<file path="src/common/ebc_pkg.sv">
// Constants, field layouts and carrier types for the external bus control.
// Assumes one 100 MHz clock, synchronous active-high reset.
// How it works
// - Follow-window stretch code adds 0-3 bus clocks
// - Follow-window stretch ignores the narrow option
// - External stretch code adds 0-3 bus clocks
// - No stretch in single-chip or peripheral mode
// - Flash enable bits map or unmap arrays
// - Strobe and A0 both high on odd-address word access
// - Byte access: strobe and A0 mark lane
// - Word access: both low aligned, high swapped
// - Bus is 8 or 16 bits wide
// - Narrow option mixes 8/16-bit peripherals in wide expanded mode
// - Peripheral mode drops first sixteen bus registers
// - Expanded modes move port A/B registers out
// - Emulate bit moves port E registers out
// - Port A carries high address and data
// - Unused port A follows its direction bits
// - Port A direction mapped only in single-chip
// - Narrow window accesses use port A only
// - Follow window sits after register block
`default_nettype none
package ebc_pkg;
    localparam logic [7:0]  OFS_PORT_A_DATA = 8'h00;
    localparam logic [7:0]  OFS_PORT_B_DATA = 8'h01;
    localparam logic [7:0]  OFS_PORT_A_DIR  = 8'h02;
    localparam logic [7:0]  OFS_PORT_B_DIR  = 8'h03;
    localparam logic [7:0]  OFS_PORT_E_DATA = 8'h08;
    localparam logic [7:0]  OFS_PORT_E_DIR  = 8'h09;
    localparam logic [7:0]  OFS_MODE        = 8'h0B;
    localparam logic [7:0]  OFS_MISC        = 8'h13;
    localparam logic [7:0]  OFS_STATUS      = 8'h1F;
    localparam logic [15:0] BUS_REG_SPAN    = 16'h0010;
    localparam logic [15:0] REG_BLOCK_SPAN  = 16'h0200;
    localparam logic [15:0] FOLLOW_SPAN     = 16'h0200;
    localparam logic [15:0] SMALL_FLASH_LO  = 16'h1000;
    localparam logic [15:0] LARGE_FLASH_LO  = 16'h8000;
    localparam int          MISC_FOLLOW_NARROW = 6;
    localparam int          MISC_FOLLOW_STR_LO = 4;
    localparam int          MISC_EXT_STR_LO    = 2;
    localparam int          MISC_SMALL_FLASH   = 1;
    localparam int          MISC_LARGE_FLASH   = 0;
    localparam int          MODE_EMULATE_E     = 0;
    localparam logic [7:0]  MISC_RESET_EXP  = 8'h0C;
    localparam logic [7:0]  MISC_RESET_SC   = 8'h0F;
    localparam logic [7:0]  DIR_RESET       = 8'h00;
    localparam int          BUS_DIV         = 4;
    localparam logic [1:0]  BUS_DIV_LAST    = 2'(BUS_DIV - 1);

    typedef enum logic [1:0] {
        EBC_SINGLE   = 2'h0,
        EBC_EXP_WIDE = 2'h1,
        EBC_EXP_NARR = 2'h2,
        EBC_PERIPH   = 2'h3
    } ebc_mode_t;

    typedef enum logic [1:0] {
        EBC_IDLE    = 2'h0,
        EBC_ADDR    = 2'h1,
        EBC_STRETCH = 2'h2,
        EBC_DATA    = 2'h3
    } ebc_phase_t;

    // One internal access request from the core
    typedef struct packed {
        logic        req;
        logic [15:0] addr;
        logic        wide;
        logic        read;
        logic [15:0] wdata;
    } ebc_acc_t;

    // Bus control pins as seen outside
    typedef struct packed {
        logic low_byte_strobe_n;
        logic addr0;
        logic read_not_write;
        logic bus_clock_out;
    } ebc_ctl_t;
endpackage
`default_nettype wire

</file>
<file path="src/hw/ebc_decode.sv">
// Address decoder: classifies an access into a target and stretch.
// Assumes the mapping bases come from registered control, same clock.
`default_nettype none
module ebc_decode
    import ebc_pkg::*;
(
    input  wire logic [15:0] addr,
    input  wire logic [4:0]  reg_base,
    input  wire ebc_mode_t   mode,
    input  wire logic [7:0]  misc,
    input  wire logic        emulate_e,
    output logic             hit_reg,
    output logic             hit_ram,
    output logic             hit_flash,
    output logic             hit_follow,
    output logic [1:0]       stretch,
    output logic             narrow
);
    logic [15:0] base;
    logic [15:0] off;
    logic        exp;
    logic        ext_reg;
    always_comb begin
        base = {reg_base, 11'h000};
        off = addr - base;
        exp = (mode == EBC_EXP_WIDE) || (mode == EBC_EXP_NARR);
        ext_reg = 1'b0;
        if (exp && (off < 16'h0004)) begin
            ext_reg = 1'b1;
        end
        if (exp && emulate_e
            && (off[15:1] == 15'(OFS_PORT_E_DATA[7:1]))) begin
            ext_reg = 1'b1;
        end
        if ((mode == EBC_PERIPH) && (off < BUS_REG_SPAN)) begin
            ext_reg = 1'b1;
        end
        hit_reg = (off < REG_BLOCK_SPAN) && !ext_reg;
        // Window tracks the register block base
        hit_follow = (off >= REG_BLOCK_SPAN)
            && (off < REG_BLOCK_SPAN + FOLLOW_SPAN);
        hit_ram = (addr[15:11] == 5'h01) && !hit_reg && !hit_follow;
        // Unmapped arrays fall through to external space
        hit_flash = (misc[MISC_SMALL_FLASH] && addr >= SMALL_FLASH_LO
                     && addr < LARGE_FLASH_LO)
                 || (misc[MISC_LARGE_FLASH] && addr >= LARGE_FLASH_LO);
        hit_flash = hit_flash && !hit_reg && !hit_ram && !hit_follow;
        // Narrow option only meaningful in wide expanded mode
        narrow = (mode == EBC_EXP_NARR)
            || (mode == EBC_EXP_WIDE && hit_follow
                && misc[MISC_FOLLOW_NARROW]);
        stretch = 2'h0;
        if (exp && hit_follow) begin
            // Independent of the narrow bit
            stretch = misc[MISC_FOLLOW_STR_LO +: 2];
        end else if (exp && !hit_reg && !hit_ram && !hit_flash) begin
            stretch = misc[MISC_EXT_STR_LO +: 2];
        end
        if (!exp) begin
            stretch = 2'h0;
        end
    end
endmodule
`default_nettype wire

</file>
<file path="src/hw/ebc_top.sv">
// External bus controller: register port, stretch sequencer, port A.
// Assumes mode straps are stable after reset; port A pins are async.
`default_nettype none
module ebc_top
    import ebc_pkg::*;
(
    input  wire logic        clk,
    input  wire logic        rst,
    input  wire ebc_pkg::ebc_mode_t mode_strap,
    input  wire logic [7:0]  reg_addr,
    input  wire logic [7:0]  reg_wdata,
    input  wire logic        reg_wr,
    input  wire logic        reg_rd,
    output logic [7:0]       reg_rdata,
    input  wire ebc_pkg::ebc_acc_t acc,
    output logic             acc_done,
    output logic [15:0]      acc_rdata,
    output logic             acc_internal,
    output ebc_pkg::ebc_ctl_t bus_ctl,
    output logic [15:0]      bus_ad_out,
    output logic [15:0]      bus_ad_oe,
    input  wire logic [7:0]  port_b_in,
    input  wire logic [7:0]  port_a_in,
    output logic [7:0]       port_a_out,
    output logic [7:0]       port_a_oe
);
    typedef struct packed {
        ebc_mode_t   mode;
        logic        strap_done;
        logic [7:0]  misc;
        logic        emulate_e;
        logic [7:0]  pa_data;
        logic [7:0]  pa_dir;
        logic [7:0]  rdata;
        logic [7:0]  pa_s1;
        logic [7:0]  pa_s2;
        logic [7:0]  pb_s1;
        logic [7:0]  pb_s2;
        logic [1:0]  div;
        ebc_phase_t  phase;
        logic [1:0]  left;
        ebc_acc_t    cur;
        logic        swap;
        logic        narrow;
        logic        low_done;
        logic [7:0]  low_byte;
        logic        done;
        logic        internal;
        logic [15:0] ardata;
        ebc_ctl_t    ctl;
        logic [15:0] ad_out;
        logic [15:0] ad_oe;
        logic [7:0]  pa_out;
        logic [7:0]  pa_oe;
    } ebc_state_t;

    ebc_state_t s_q;
    ebc_state_t s_d;
    logic       hit_reg;
    logic       hit_ram;
    logic       hit_flash;
    logic       hit_follow;
    logic [1:0] stretch;
    logic       narrow;
    logic       exp;
    logic       pa_mapped;
    logic       tick;
    logic [15:0] bus_in;

    ebc_decode u_dec (
        .addr       (acc.addr),
        .reg_base   (5'h00),
        .mode       (s_q.mode),
        .misc       (s_q.misc),
        .emulate_e  (s_q.emulate_e),
        .hit_reg    (hit_reg),
        .hit_ram    (hit_ram),
        .hit_flash  (hit_flash),
        .hit_follow (hit_follow),
        .stretch    (stretch),
        .narrow     (narrow)
    );

    always_comb begin
        s_d = s_q;
        exp = (s_q.mode == EBC_EXP_WIDE) || (s_q.mode == EBC_EXP_NARR);
        pa_mapped = (s_q.mode == EBC_SINGLE);
        tick = (s_q.div == BUS_DIV_LAST);
        bus_in = {s_q.pa_s2, s_q.pb_s2};
        s_d.done = 1'b0;
        s_d.div = s_q.div + 2'h1;
        // Two-stage sync; only stage two feeds logic
        s_d.pa_s1 = port_a_in;
        s_d.pa_s2 = s_q.pa_s1;
        s_d.pb_s1 = port_b_in;
        s_d.pb_s2 = s_q.pb_s1;
        // Straps caught once, after release of reset
        if (!s_q.strap_done) begin
            s_d.strap_done = 1'b1;
            s_d.mode = mode_strap;
            s_d.misc = (mode_strap == EBC_SINGLE) ? MISC_RESET_SC
                                                  : MISC_RESET_EXP;
        end
        // Register port; mapped registers vanish when bus owns pins
        s_d.rdata = 8'h00;
        if (reg_wr) begin
            unique case (reg_addr)
                OFS_PORT_A_DATA: if (pa_mapped) s_d.pa_data = reg_wdata;
                OFS_PORT_A_DIR:  if (pa_mapped) s_d.pa_dir = reg_wdata;
                OFS_MISC:        s_d.misc = reg_wdata;
                OFS_MODE:        s_d.emulate_e = reg_wdata[MODE_EMULATE_E];
                default: ;
            endcase
        end
        if (reg_rd) begin
            unique case (reg_addr)
                OFS_PORT_A_DATA: if (pa_mapped)
                    s_d.rdata = (s_q.pa_dir & s_q.pa_data)
                              | (~s_q.pa_dir & s_q.pa_s2);
                OFS_PORT_A_DIR:  if (pa_mapped) s_d.rdata = s_q.pa_dir;
                OFS_MISC:        s_d.rdata = s_q.misc;
                OFS_MODE:        s_d.rdata = {7'h00, s_q.emulate_e};
                OFS_STATUS:      s_d.rdata = {4'h0, s_q.phase,
                                              s_q.mode};
                default: ;
            endcase
        end
        // Port A as general I/O outside bus use
        if (!exp && s_q.mode != EBC_PERIPH) begin
            s_d.pa_out = s_q.pa_data;
            s_d.pa_oe = s_q.pa_dir;
        end else begin
            s_d.pa_out = s_q.ad_out[15:8];
            s_d.pa_oe = s_q.ad_oe[15:8];
        end
        // Bus clock phase output
        if (tick) begin
            s_d.ctl.bus_clock_out = ~s_q.ctl.bus_clock_out;
        end
        unique case (s_q.phase)
            EBC_IDLE: begin
                s_d.ctl.bus_clock_out = 1'b0;
                // Done cycle refused: a held request is not taken twice
                if (acc.req && s_q.strap_done && !s_q.done) begin
                    if (hit_reg || hit_ram || hit_flash || !exp) begin
                        // Internal: answered at once, no bus cycle
                        s_d.done = 1'b1;
                        s_d.internal = 1'b1;
                        s_d.ardata = 16'h0000;
                    end else begin
                        s_d.internal = 1'b0;
                        s_d.cur = acc;
                        s_d.left = stretch;
                        s_d.narrow = narrow;
                        s_d.swap = acc.wide && acc.addr[0];
                        s_d.low_done = 1'b0;
                        s_d.div = 2'h0;
                        s_d.phase = EBC_ADDR;
                        s_d.ctl.read_not_write = acc.read;
                        s_d.ctl.addr0 = acc.addr[0];
                        // Byte vs word lane marking
                        s_d.ctl.low_byte_strobe_n = acc.wide
                            ? acc.addr[0] : !acc.addr[0];
                        // Odd-word external can take the narrow path; swap then has no effect on port A
                        s_d.ad_out = acc.addr;
                        s_d.ad_oe = 16'hFFFF;
                    end
                end
            end
            EBC_ADDR: begin
                if (tick) begin
                    s_d.phase = (s_q.left != 2'h0) ? EBC_STRETCH
                                                   : EBC_DATA;
                    if (s_q.cur.read) begin
                        s_d.ad_oe = 16'h0000;
                    end else begin
                        s_d.ad_oe = 16'hFFFF;
                        s_d.ad_out = s_q.swap
                            ? {s_q.cur.wdata[7:0], s_q.cur.wdata[15:8]}
                            : s_q.cur.wdata;
                        if (s_q.narrow) begin
                            s_d.ad_out[15:8] = s_q.low_done
                                ? s_q.cur.wdata[7:0]
                                : s_q.cur.wdata[15:8];
                        end
                    end
                end
            end
            EBC_STRETCH: begin
                // Phase held while bus clocks are added
                if (tick && s_q.ctl.bus_clock_out) begin
                    s_d.left = s_q.left - 2'h1;
                    if (s_q.left == 2'h1) begin
                        s_d.phase = EBC_DATA;
                    end
                end
            end
            EBC_DATA: begin
                if (tick && s_q.ctl.bus_clock_out) begin
                    if (s_q.narrow && s_q.cur.wide && !s_q.low_done) begin
                        // Second byte through port A only
                        s_d.low_byte = bus_in[15:8];
                        s_d.low_done = 1'b1;
                        s_d.cur.addr = s_q.cur.addr + 16'h0001;
                        s_d.ad_out = s_q.cur.addr + 16'h0001;
                        s_d.ad_oe = 16'hFFFF;
                        s_d.ctl.addr0 = ~s_q.ctl.addr0;
                        // Second byte keeps the first byte's class
                        s_d.left = stretch;
                        s_d.phase = EBC_ADDR;
                    end else begin
                        s_d.done = 1'b1;
                        if (s_q.narrow && s_q.cur.wide) begin
                            s_d.ardata = {s_q.low_byte, bus_in[15:8]};
                        end else if (s_q.narrow) begin
                            s_d.ardata = {8'h00, bus_in[15:8]};
                        end else if (s_q.swap) begin
                            s_d.ardata = {bus_in[7:0], bus_in[15:8]};
                        end else begin
                            s_d.ardata = bus_in;
                        end
                        s_d.ad_oe = 16'h0000;
                        s_d.phase = EBC_IDLE;
                    end
                end
            end
        endcase
        // Next-state narrow, so the first address cycle is masked too
        if (s_d.narrow) begin
            s_d.ad_oe[7:0] = 8'h00;
        end
        // Strobe/A0 both high for odd-address word accesses are set in IDLE when the request is taken
    end

    always_ff @(posedge clk) begin
        if (rst) begin
            s_q <= '0;
            s_q.misc <= MISC_RESET_EXP;
            s_q.pa_dir <= DIR_RESET;
            s_q.ctl <= '{1'b1, 1'b0, 1'b1, 1'b0};
        end else begin
            s_q <= s_d;
        end
    end

    assign reg_rdata = s_q.rdata;
    assign acc_done = s_q.done;
    assign acc_rdata = s_q.ardata;
    assign acc_internal = s_q.internal;
    assign bus_ctl = s_q.ctl;
    assign bus_ad_out = s_q.ad_out;
    assign bus_ad_oe = s_q.ad_oe;
    assign port_a_out = s_q.pa_out;
    assign port_a_oe = s_q.pa_oe;
endmodule
`default_nettype wire

</file>
<file path="config.mk">
export PLATFORM = sky130hd
export DESIGN_NAME = ebc_top
export DESIGN_NICKNAME = d
export VERILOG_FILES = /design/src/common/ebc_pkg.sv /design/src/hw/ebc_decode.sv /design/src/hw/ebc_top.sv
export SDC_FILE = /design/constraint.sdc
export NUM_CORES = 1
export LEC_CHECK = 0
export ABC_AREA = 1
export BUFFER_PORTS_ARGS = -buffer_cell sky130_fd_sc_hd__buf_2
export CAP_MARGIN = 25
export CELL_PAD_IN_SITES_DETAIL_PLACEMENT = 1
export CELL_PAD_IN_SITES_GLOBAL_PLACEMENT = 2
export CORE_MARGIN = 4
export CORE_UTILIZATION = 28
export DETAILED_ROUTE_END_ITERATION = 10
export PLACE_DENSITY_LB_ADDON = 0.1
export REMOVE_ABC_BUFFERS = 1
export SYNTH_ARGS = -nofsm -noshare
export SYNTH_HDL_FRONTEND = slang
export SYNTH_SLANG_ARGS = --single-unit
</file>
<file path="constraint.sdc">
create_clock -name clk -period 1.75 [get_ports clk]
set_clock_uncertainty 0.1 [all_clocks]
set_input_delay 0 -clock clk [delete_from_list [all_inputs] [get_ports clk]]
set_output_delay 0 -clock clk [all_outputs]
set_load 0.03 [all_outputs]
</file>
## Yosys cells after proc, flatten, opt, wreduce, memory -nomap -nowiden

Cells that the tools add are included.

- Add/subtract/negate cells: 3
- Multiply operators: 0
- Divide/modulo/power cells: 0
- Magnitude comparators: 8
- Equality and inequality tests: 25
- Shifts and indexed selects: 0
- Mux-type cells: 65
- Bitwise operators: 8
- Reduce and logical (&&, ||, !) cells: 65

Operator list:

| cell | count |
|---|---|
| 16-bit 2-to-1 mux | 13 |
| 32-bit 2-to-1 mux | 4 |
| 32-bit case mux with 3 select lines | 1 |
| 44-bit 2-to-1 mux | 2 |
| 8-bit 2-to-1 mux | 10 |
| 16-bit case mux with 2 select lines | 2 |
| 8-bit case mux with 5 select lines | 1 |
| 1-bit logical AND | 27 |
| 25-bit 2-to-1 mux | 1 |
| 2-bit inequality test (second input constant) | 11 |
| 21-bit 2-to-1 mux | 1 |
| 16-bit by 1-bit adder with 16-bit output (second input constant) | 1 |
| 8-bit bitwise AND | 2 |
| 8-bit by 5-bit == test with 1-bit output (second input constant) | 2 |
| 16-bit by 10-bit >= comparator with 1-bit output (second input constant) | 1 |
| 16-bit by 13-bit >= comparator with 1-bit output (second input constant) | 1 |
| 16-bit >= comparator (second input constant) | 1 |
| 16-bit by 10-bit less-than comparator with 1-bit output (second input constant) | 1 |
| 16-bit by 11-bit less-than comparator with 1-bit output (second input constant) | 1 |
| 16-bit less-than comparator (second input constant) | 1 |
| 16-bit by 3-bit less-than comparator with 1-bit output (second input constant) | 1 |
| 16-bit by 5-bit less-than comparator with 1-bit output (second input constant) | 1 |
| 2-bit 2-to-1 mux | 8 |
| 15-bit by 3-bit == test with 1-bit output (second input constant) | 1 |
| other kinds (30) | 79 |

- Bits in registers: 190
- Latch bits: 0
- RAM bits: 0
- Bits in read-only memories: 0
- Logic and storage cells: 209
- Memories kept: 0

## Logic depth before layout (Yosys ltp)

Gate-level depths: netlist (run 1).

- Word-level depth: 23
- Gate-level depth with buffers: 12
- Mapped depth without buffers: 11

## Cells and area by module

A second synthesis (run 1) with hierarchy kept.

- Cells, all modules: 1336
- Area total of the unflattened synthesis: 9107.5 µm²

By module, submodules not included:

| module | times used | cells an instance | area each (µm²) | seq. area each (µm²) |
|---|---|---|---|---|
| ebc_top | 1 | 1249 | 8622.0 | 3503.4 |
| ebc_decode | 1 | 87 | 485.5 | 0.0 |

## Least setup slack after synthesis (run 1)

Ideal clock, no wire load.

- Kind: register to register
- Start: register s_q[118] in the netlist's numbering
- End: register s_q[104] in the netlist's numbering
- Arrival time: 1.706 ns
- Required time: 1.534 ns
- Slack: -0.172 ns
- Stages on the path, launching flop included: 10
- Path buffers: 1
- Period minus slack after synthesis: 1.922 ns
- Cells stage by stage: dfxtp_1 > inv_1 > ha_1 > inv_1 > nor2_1 > nor3_1 > nand3_4 > buf_6 > nor2_1 > a21oi_2

- Longest elaborated chain between the ends: 3

RTL lines:

| item | line | source |
|---|---|---|
| from (decl) | ebc_top.sv:57 | `ebc_state_t s_q;` |
| 2-bit == test / 2-bit zero test (equally long branches) | ebc_top.sv:140 | `unique case (s_q.phase)` |
| 2-bit inequality test (no line) / 2-bit nonzero test (equally long branches) | n/a |  |
| 5-bit AND reduction (no line) | n/a |  |

Several ways; a longest one is shown, not always the timed one.
A chain may end at the register's enable or synchronous reset.

## Final worst setup path (run 1)

- Start: register s_q[118] in the netlist's numbering
- End: register s_q[107] in the netlist's numbering

The elaborated chain is that of the path after synthesis.

==> results of run 1 <==
synth_stat cells, types with 17 or more instances:
cell	number	area share
clkbuf_1	30	0.013
buf_4	77	0.066
inv_1	155	0.067
nor2_1	177	0.076
a21oi_1	113	0.065
nand4_1	20	0.014
dfxtp_1	175	0.40
nand3_1	44	0.025
nand2_1	224	0.096
buf_2	17	0.0098
o21ai_0	97	0.056
a211oi_1	18	0.015
repair_timing:
item | CTS | global route
pin swaps | 38 | 34
hold buffers | 67 | 0
endpoints found under the setup margin | 84 | 90
endpoints found under the hold margin | 88 | 0
gates resized for setup | 146 | 98
setup buffers | 7 | 4
cloned | 2 | 3
registers in the layout, indices dropped and copies added (netlist names):
signal        count
s_q              79
acc_rdata        16
bus_ad_out       16
bus_in           16
s_d              16
port_a_oe         8
port_a_out        8
reg_rdata         8
bus_ctl           4
bus_ad_oe         2
acc_done          1
acc_internal      1
power groups by stage:
stage                     sequential (mW)  clock [mW]  combinational (mW)
after detailed placement             4.63           0                3.07
final                                4.55        3.94                3.66
after CTS                            4.56        4.05                3.50
after global placement               4.63           0                3.04
after floorplan                      5.07           0                1.14
after global routing                 4.59        4.22                4.00
metrics by stage:
| step | utilization | worst slack [ns] |
|---|---|---|
| after CTS | 0.398 | -0.0515 |
| after global placement | 0.340 | -0.172 |
| final | 0.411 | -0.107 |
| after global routing | 0.411 | -0.194 |
| after floorplan | - | -1.04 |
| after detailed placement | 0.340 | -0.241 |
routing by layer:
layer,share of wire,GRT usage,vias up,wire [um]
met5,0,0,-,0
li1,-,-,4483,-
met3,0.025,0.0264,30,865
met4,0.021,0.0488,0,720
met1,0.46,0.261,4249,15900
met2,0.50,0.346,128,17300
how the worst min path moves through the flow:
stage / startpoint / end / slack (ns) / depth (start not counted)
4_1_cts: reg_addr[3] / reg_rdata[1] / 0.02 / 7
3_3_place_gp: port_b_in[4] / s_d[126] / 0.10 / 3
6_report: acc[19] / bus_ad_out[1] / 0.04 / 6
5_1_grt: acc[27] / bus_ad_out[9] / 0.09 / 5
3_5_place_dp: port_b_in[1] / s_d[123] / 0.11 / 3
2_1_floorplan: rst / acc_rdata[11] / -0.03 / 1
cell families (layout without fill, tap and decap cells):
group / after synthesis / after routing / synth area share
fa+ha+maj: 14 / 14 / 0.0201
simple gates: 502 / 502 / 0.245
buf+inv: 291 / 575 / 0.163
flops: 175 / 175 / 0.402
compound gates: 267 / 267 / 0.170
worst min-delay path: cells and delay by family:
kind	cells	cell delay [ns]
compound gates	1	0.06
simple gates	3	0.23
buf+inv	2	0.24
final cells by class:
cell class,count,area share
tap,396,0.0393
sequential,175,0.280
timing repair buffer,383,0.236
multi-input combinational,783,0.349
inverter,160,0.0487
clock buffer,18,0.0340
clock inverter,14,0.0131
==> flow_metrics.tcl, run 1 <==
set metrics [dict create \
    ys.flop_type "dfxtp_1" \
    wl_um 34700 \
    p_total_mw 12.2 \
    setup_tns_ns -3.37 \
    cts_buffers 17 \
    crit_chain "ha_4, inv_4, buf_6, nor2_2, buf_4, inv_1, nand3_4, buf_12, nand2_1, nand2_1, a21oi_1" \
    synth_seq_cells 175 \
    syn-instance-count 1249 \
    ant_nets 0 \
    p_per_area_nw_per_um2 963 \
    vias_per_cell 4.61 \
    r2r_start "s_q[118]" \
    fin_crit_ns 1.86 \
    ys_seq_area_frac 0.402 \
    cpLargestDelayFamily "buffers and inverters" \
    crit_path_end "s_q[107]" \
    die_h_um 184 \
    numClockSinks 175 \
    place.gp.congestion 0.843 \
    dr.pass1.iters 4 \
    slew_headroom 0.596 \
    ys_warn_count 0 \
    multi_input_area_um2 4410 \
    critical_path_required_ns 1.98 \
    cts_max_level 4 \
    finalHoldViolations 0 \
    drc_errors 0 \
    crit_start "s_q[118]" \
    antennaDiodeCount 0 \
    layout_setup_ws_ns -0.107 \
    dpl.hpwl_um 25600 \
    wl_per_cell_um 18.0 \
    p_leak_nw 5.72 \
    clkLatencyLatePin_ns 0.44 \
    setup.worst_path.start_class "register" \
    start_util 0.284 \
    nNetsFinal 1607 \
    cts_tree "yes" \
    timing.hold.ws_ns 0.0405 \
    peakVddDrop_v 0.000697 \
    n_fill_cell 3806 \
    root_buffer "clkbuf_16" \
    vias 8890 \
    synth.avg_cell_area_um2 6.98 \
    reg2regPathDepth 11 \
    final_cell_area_um2 12600 \
    grt_pass1_vias 9001 \
    path_class "register to register" \
    antenna_found_initial 0 \
    track_usage 0.199 \
    rsz0062_at_grt "true" \
    clk_pin_slew_worst_paths_ns 0.08 \
    clk_path_buf_depth 2 \
    pwr-share-clk 0.324 \
    r2r_slack_ns -0.11 \
    combPwrFrac 0.301 \
    grt_overflow_total 0 \
    postPlaceCellArea_um2 10400 \
    syn_area_um2 8720 \
    max_cap_viol_count 0 \
    final_common_cell "nand2_1" \
    drive_above_1_share 0.338 \
    critPathBufInv 5 \
    power_switching_mw 4.34 \
    min_period_over_period 1.06 \
    worstHoldPathType "primary input to register" \
    grt_pass1_wl_um 51900 \
    dp_cells 1815 \
    worst_slew_pin_slew_ns 0.606 \
    core-area_um2 30700 \
    path_max_fanout 25 \
    failed_checks "negative setup slack" \
    cpPeakStageDelay_ns 0.41 \
    die_x_um 184 \
    swShare 0.357 \
    yosys.cell_types.count 42 \
    die-area_um2 34000 \
    run_status "complete, but fails checks" \
    max_freq_ghz 0.538 \
    timing.critical_path.mode_cell "nand2_1" \
    slew_viol_final 0 \
    critPathArrivalTime_ns 2.08 \
    r2r_end "s_q[107]" \
    async_flop_share 0 \
    synth-edff-count 0 \
    p_int_mw 7.81 \
    synthToLayoutAreaGrowth_pct 44.7 \
    crit_slowest_cell "dfxtp_4" \
    cp-end-kind "register" \
    rows 64 \
    finalNonFillerCells 1929 \
    power_frac_seq 0.375 \
    final_cell_mix "nand2_1 (187), dfxtp_1 (165), nor2_1 (152), buf_2 (150), inv_1 (140)" \
    regArea_um2 3530 \
    ios 151 \
    setup_viol 65 \
    drtIter0Drc 415 \
    grt_max_degree 69 \
    cp.depth 11 \
    numPortBuffers 150 \
]
Note: power is estimated with default switching activity, not from simulation.
==> inputs of run 2 (changes only) <==
--- a/config.mk
+++ b/config.mk
@@ -10,7 +10,7 @@
 export CAP_MARGIN = 25
 export CELL_PAD_IN_SITES_DETAIL_PLACEMENT = 1
 export CELL_PAD_IN_SITES_GLOBAL_PLACEMENT = 2
-export CORE_MARGIN = 4
+export CORE_MARGIN = 3
 export CORE_UTILIZATION = 28
 export DETAILED_ROUTE_END_ITERATION = 10
 export PLACE_DENSITY_LB_ADDON = 0.1
==> flow_metrics.tcl, run 2 (synthesis gave the netlist of run 1 again) <==
set metrics [dict create \
    run_status "complete, but fails checks" \
    failed_checks "negative hold slack, negative setup slack" \
    wl_per_cell_um 18.1 \
    path_class "register to register" \
    max_freq_ghz 0.538 \
    worst_slew_pin_slew_ns 0.939 \
    clkLatencyLatePin_ns 0.44 \
    min_to "bus_ad_out[10]" \
    place.gp.congestion 0.840 \
    slew_viol_final 0 \
    final_common_cell "nand2_1" \
    synthToLayoutAreaGrowth_pct 48.4 \
    postPlaceCellArea_um2 10500 \
    drc_errors 0 \
    clk_pin_slew_worst_paths_ns 0.08 \
    root_buffer "clkbuf_16" \
    cts_tree "yes" \
    min_from "acc[28]" \
    reg2regPathDepth 9 \
    peakVddDrop_v 0.000665 \
    wl_um 35100 \
    vias 9022 \
    cp-end-kind "register" \
    p_int_mw 7.81 \
    clk_path_buf_depth 2 \
    n_fill_cell 3702 \
    drtIter0Drc 455 \
    numPortBuffers 150 \
    combPwrFrac 0.315 \
    die_h_um 182 \
    dr.pass1.iters 4 \
    r2r_end "bus_ad_out[13]" \
    numClockSinks 175 \
    power_frac_seq 0.370 \
    ios 151 \
    slew_headroom 0.374 \
    grt_overflow_total 0 \
    ant_nets 0 \
    cts_max_level 4 \
    track_usage 0.201 \
    p_per_area_nw_per_um2 948 \
    max_cap_viol_count 0 \
    pwr-share-clk 0.315 \
    die_x_um 182 \
    regMostFlops "s_q" \
    p_leak_nw 5.86 \
    regArea_um2 3530 \
    nNetsFinal 1623 \
    grt_max_degree 99 \
    power_switching_mw 4.47 \
    cts_buffers 17 \
    largest_reg_flops 79 \
    drive_above_1_share 0.360 \
    grt_pass1_wl_um 52200 \
    core-area_um2 30200 \
    path_max_fanout 12 \
    min_period_over_period 1.06 \
    antenna_found_initial 0 \
    setup_viol 74 \
    dpl.hpwl_um 25000 \
    p_total_mw 12.3 \
    timing.hold.ws_ns -0.0182 \
    utilization 0.429 \
    final_cell_mix "nand2_1 (180), dfxtp_1 (165), buf_2 (150), nor2_1 (148), buf_4 (143)" \
    grt_pass1_vias 9144 \
    hold_depth 6 \
    final_cell_area_um2 12900 \
    critPathArrivalTime_ns 2.09 \
    multi_input_area_um2 4570 \
    swShare 0.364 \
    worstHoldPathType "primary input to register" \
    rows 63 \
    antennaDiodeCount 0 \
    layout_setup_ws_ns -0.110 \
    place_ws_ns -0.267 \
    setup_tns_ns -3.60 \
    rsz0062_at_grt "true" \
    r2r_slack_ns -0.11 \
    die-area_um2 33300 \
    r2r_start "s_q[119]" \
    start_util 0.289 \
    vias_per_cell 4.65 \
    setup.worst_path.start_class "register" \
    critical_path_required_ns 1.98 \
    finalHoldViolations 1 \
    fin_crit_ns 1.86 \
]
-- run 2: cell types whose count changed in the layout (fill, tap and decap cells not counted), moves of 6 or more --
| cell | delta |
|---|---|
| a21oi_2 | +9 |
| o21ai_0 | +8 |
| a21oi_1 | -10 |
| o21ai_2 | -10 |
| nand2_1 | -7 |
| buf_4 | +12 |
| nand2_4 | +6 |
-- run 2: worst max path at each step --
stage,from,to,slack [ns],cells past startpoint
final,s_q[119],bus_ad_out[13],-0.11,9
after global routing,acc[26],acc_rdata[10],-0.21,14
after CTS,s_q[188],s_q[107],-0.09,12
after detailed placement,s_q[118],acc_rdata[10],-0.27,11
after global placement,s_q[188],s_q[99],-0.23,12
after floorplan,s_q[118],acc_rdata[10],-1.04,10
-- run 2: critical path: stages, from the launching register on --
cell and delay (ns):
dfxtp_4 0.38, inv_4 0.06, ha_4 0.17, buf_12 0.14, a211oi_4 0.24, buf_6 0.15
nand3_4 0.14, clkbuf_16 0.22, nor2_1 0.10, nor2_1 0.05
-- run 2: power groups by stage --
| stage | sequential, mW | clock [mW] | combinational (mW) |
|---|---|---|---|
| after global placement | 4.61 | 0 | 3.05 |
| after CTS | 4.53 | 3.99 | 3.39 |
| after global routing | 4.58 | 4.13 | 4.22 |
| final | 4.54 | 3.87 | 3.87 |
| after floorplan | 5.07 | 0 | 1.14 |
| after detailed placement | 4.61 | 0 | 3.08 |
-- run 2: layout make-up --
cell class / count / share of cell area
inverters: 160 / 0.0487
clock buffers: 18 / 0.0331
multi-input cells: 783 / 0.353
clock inverters: 14 / 0.0123
flip-flops and latches: 175 / 0.273
repair buffers: 399 / 0.243
well taps: 390 / 0.0377
-- run 2: per-stage QoR --
| stage | std cells | hold WS, ns |
|---|---|---|
| 6_report | 1939 | -0.0182 |
| 5_1_grt | 1939 | 0.00830 |
| 4_1_cts | 1918 | 0.00291 |
| 3_5_place_dp | 1812 | 0.108 |
| 3_3_place_gp | 1812 | 0.102 |
| 2_1_floorplan | 1118 | -0.0309 |
-- run 2: what timing repair did --
item                                   4_1_cts  5_1_grt
hold buffers                                64        0
pin swaps                                   18       54
setup endpoints to repair                  107       91
gates resized for setup                    112      167
setup buffers                                9       18
gates cloned                                 2        7
endpoints found under the hold margin       83        0
-- run 2: metal layers --
metal / global-route usage / wire length [um] / vias up
met5: 0 / 0 / -
met1: 0.261 / 16400 / 4340
li1: - / - / 4525
met4: 0.0451 / 478 / 0
met2: 0.358 / 17400 / 132
met3: 0.0245 / 824 / 25
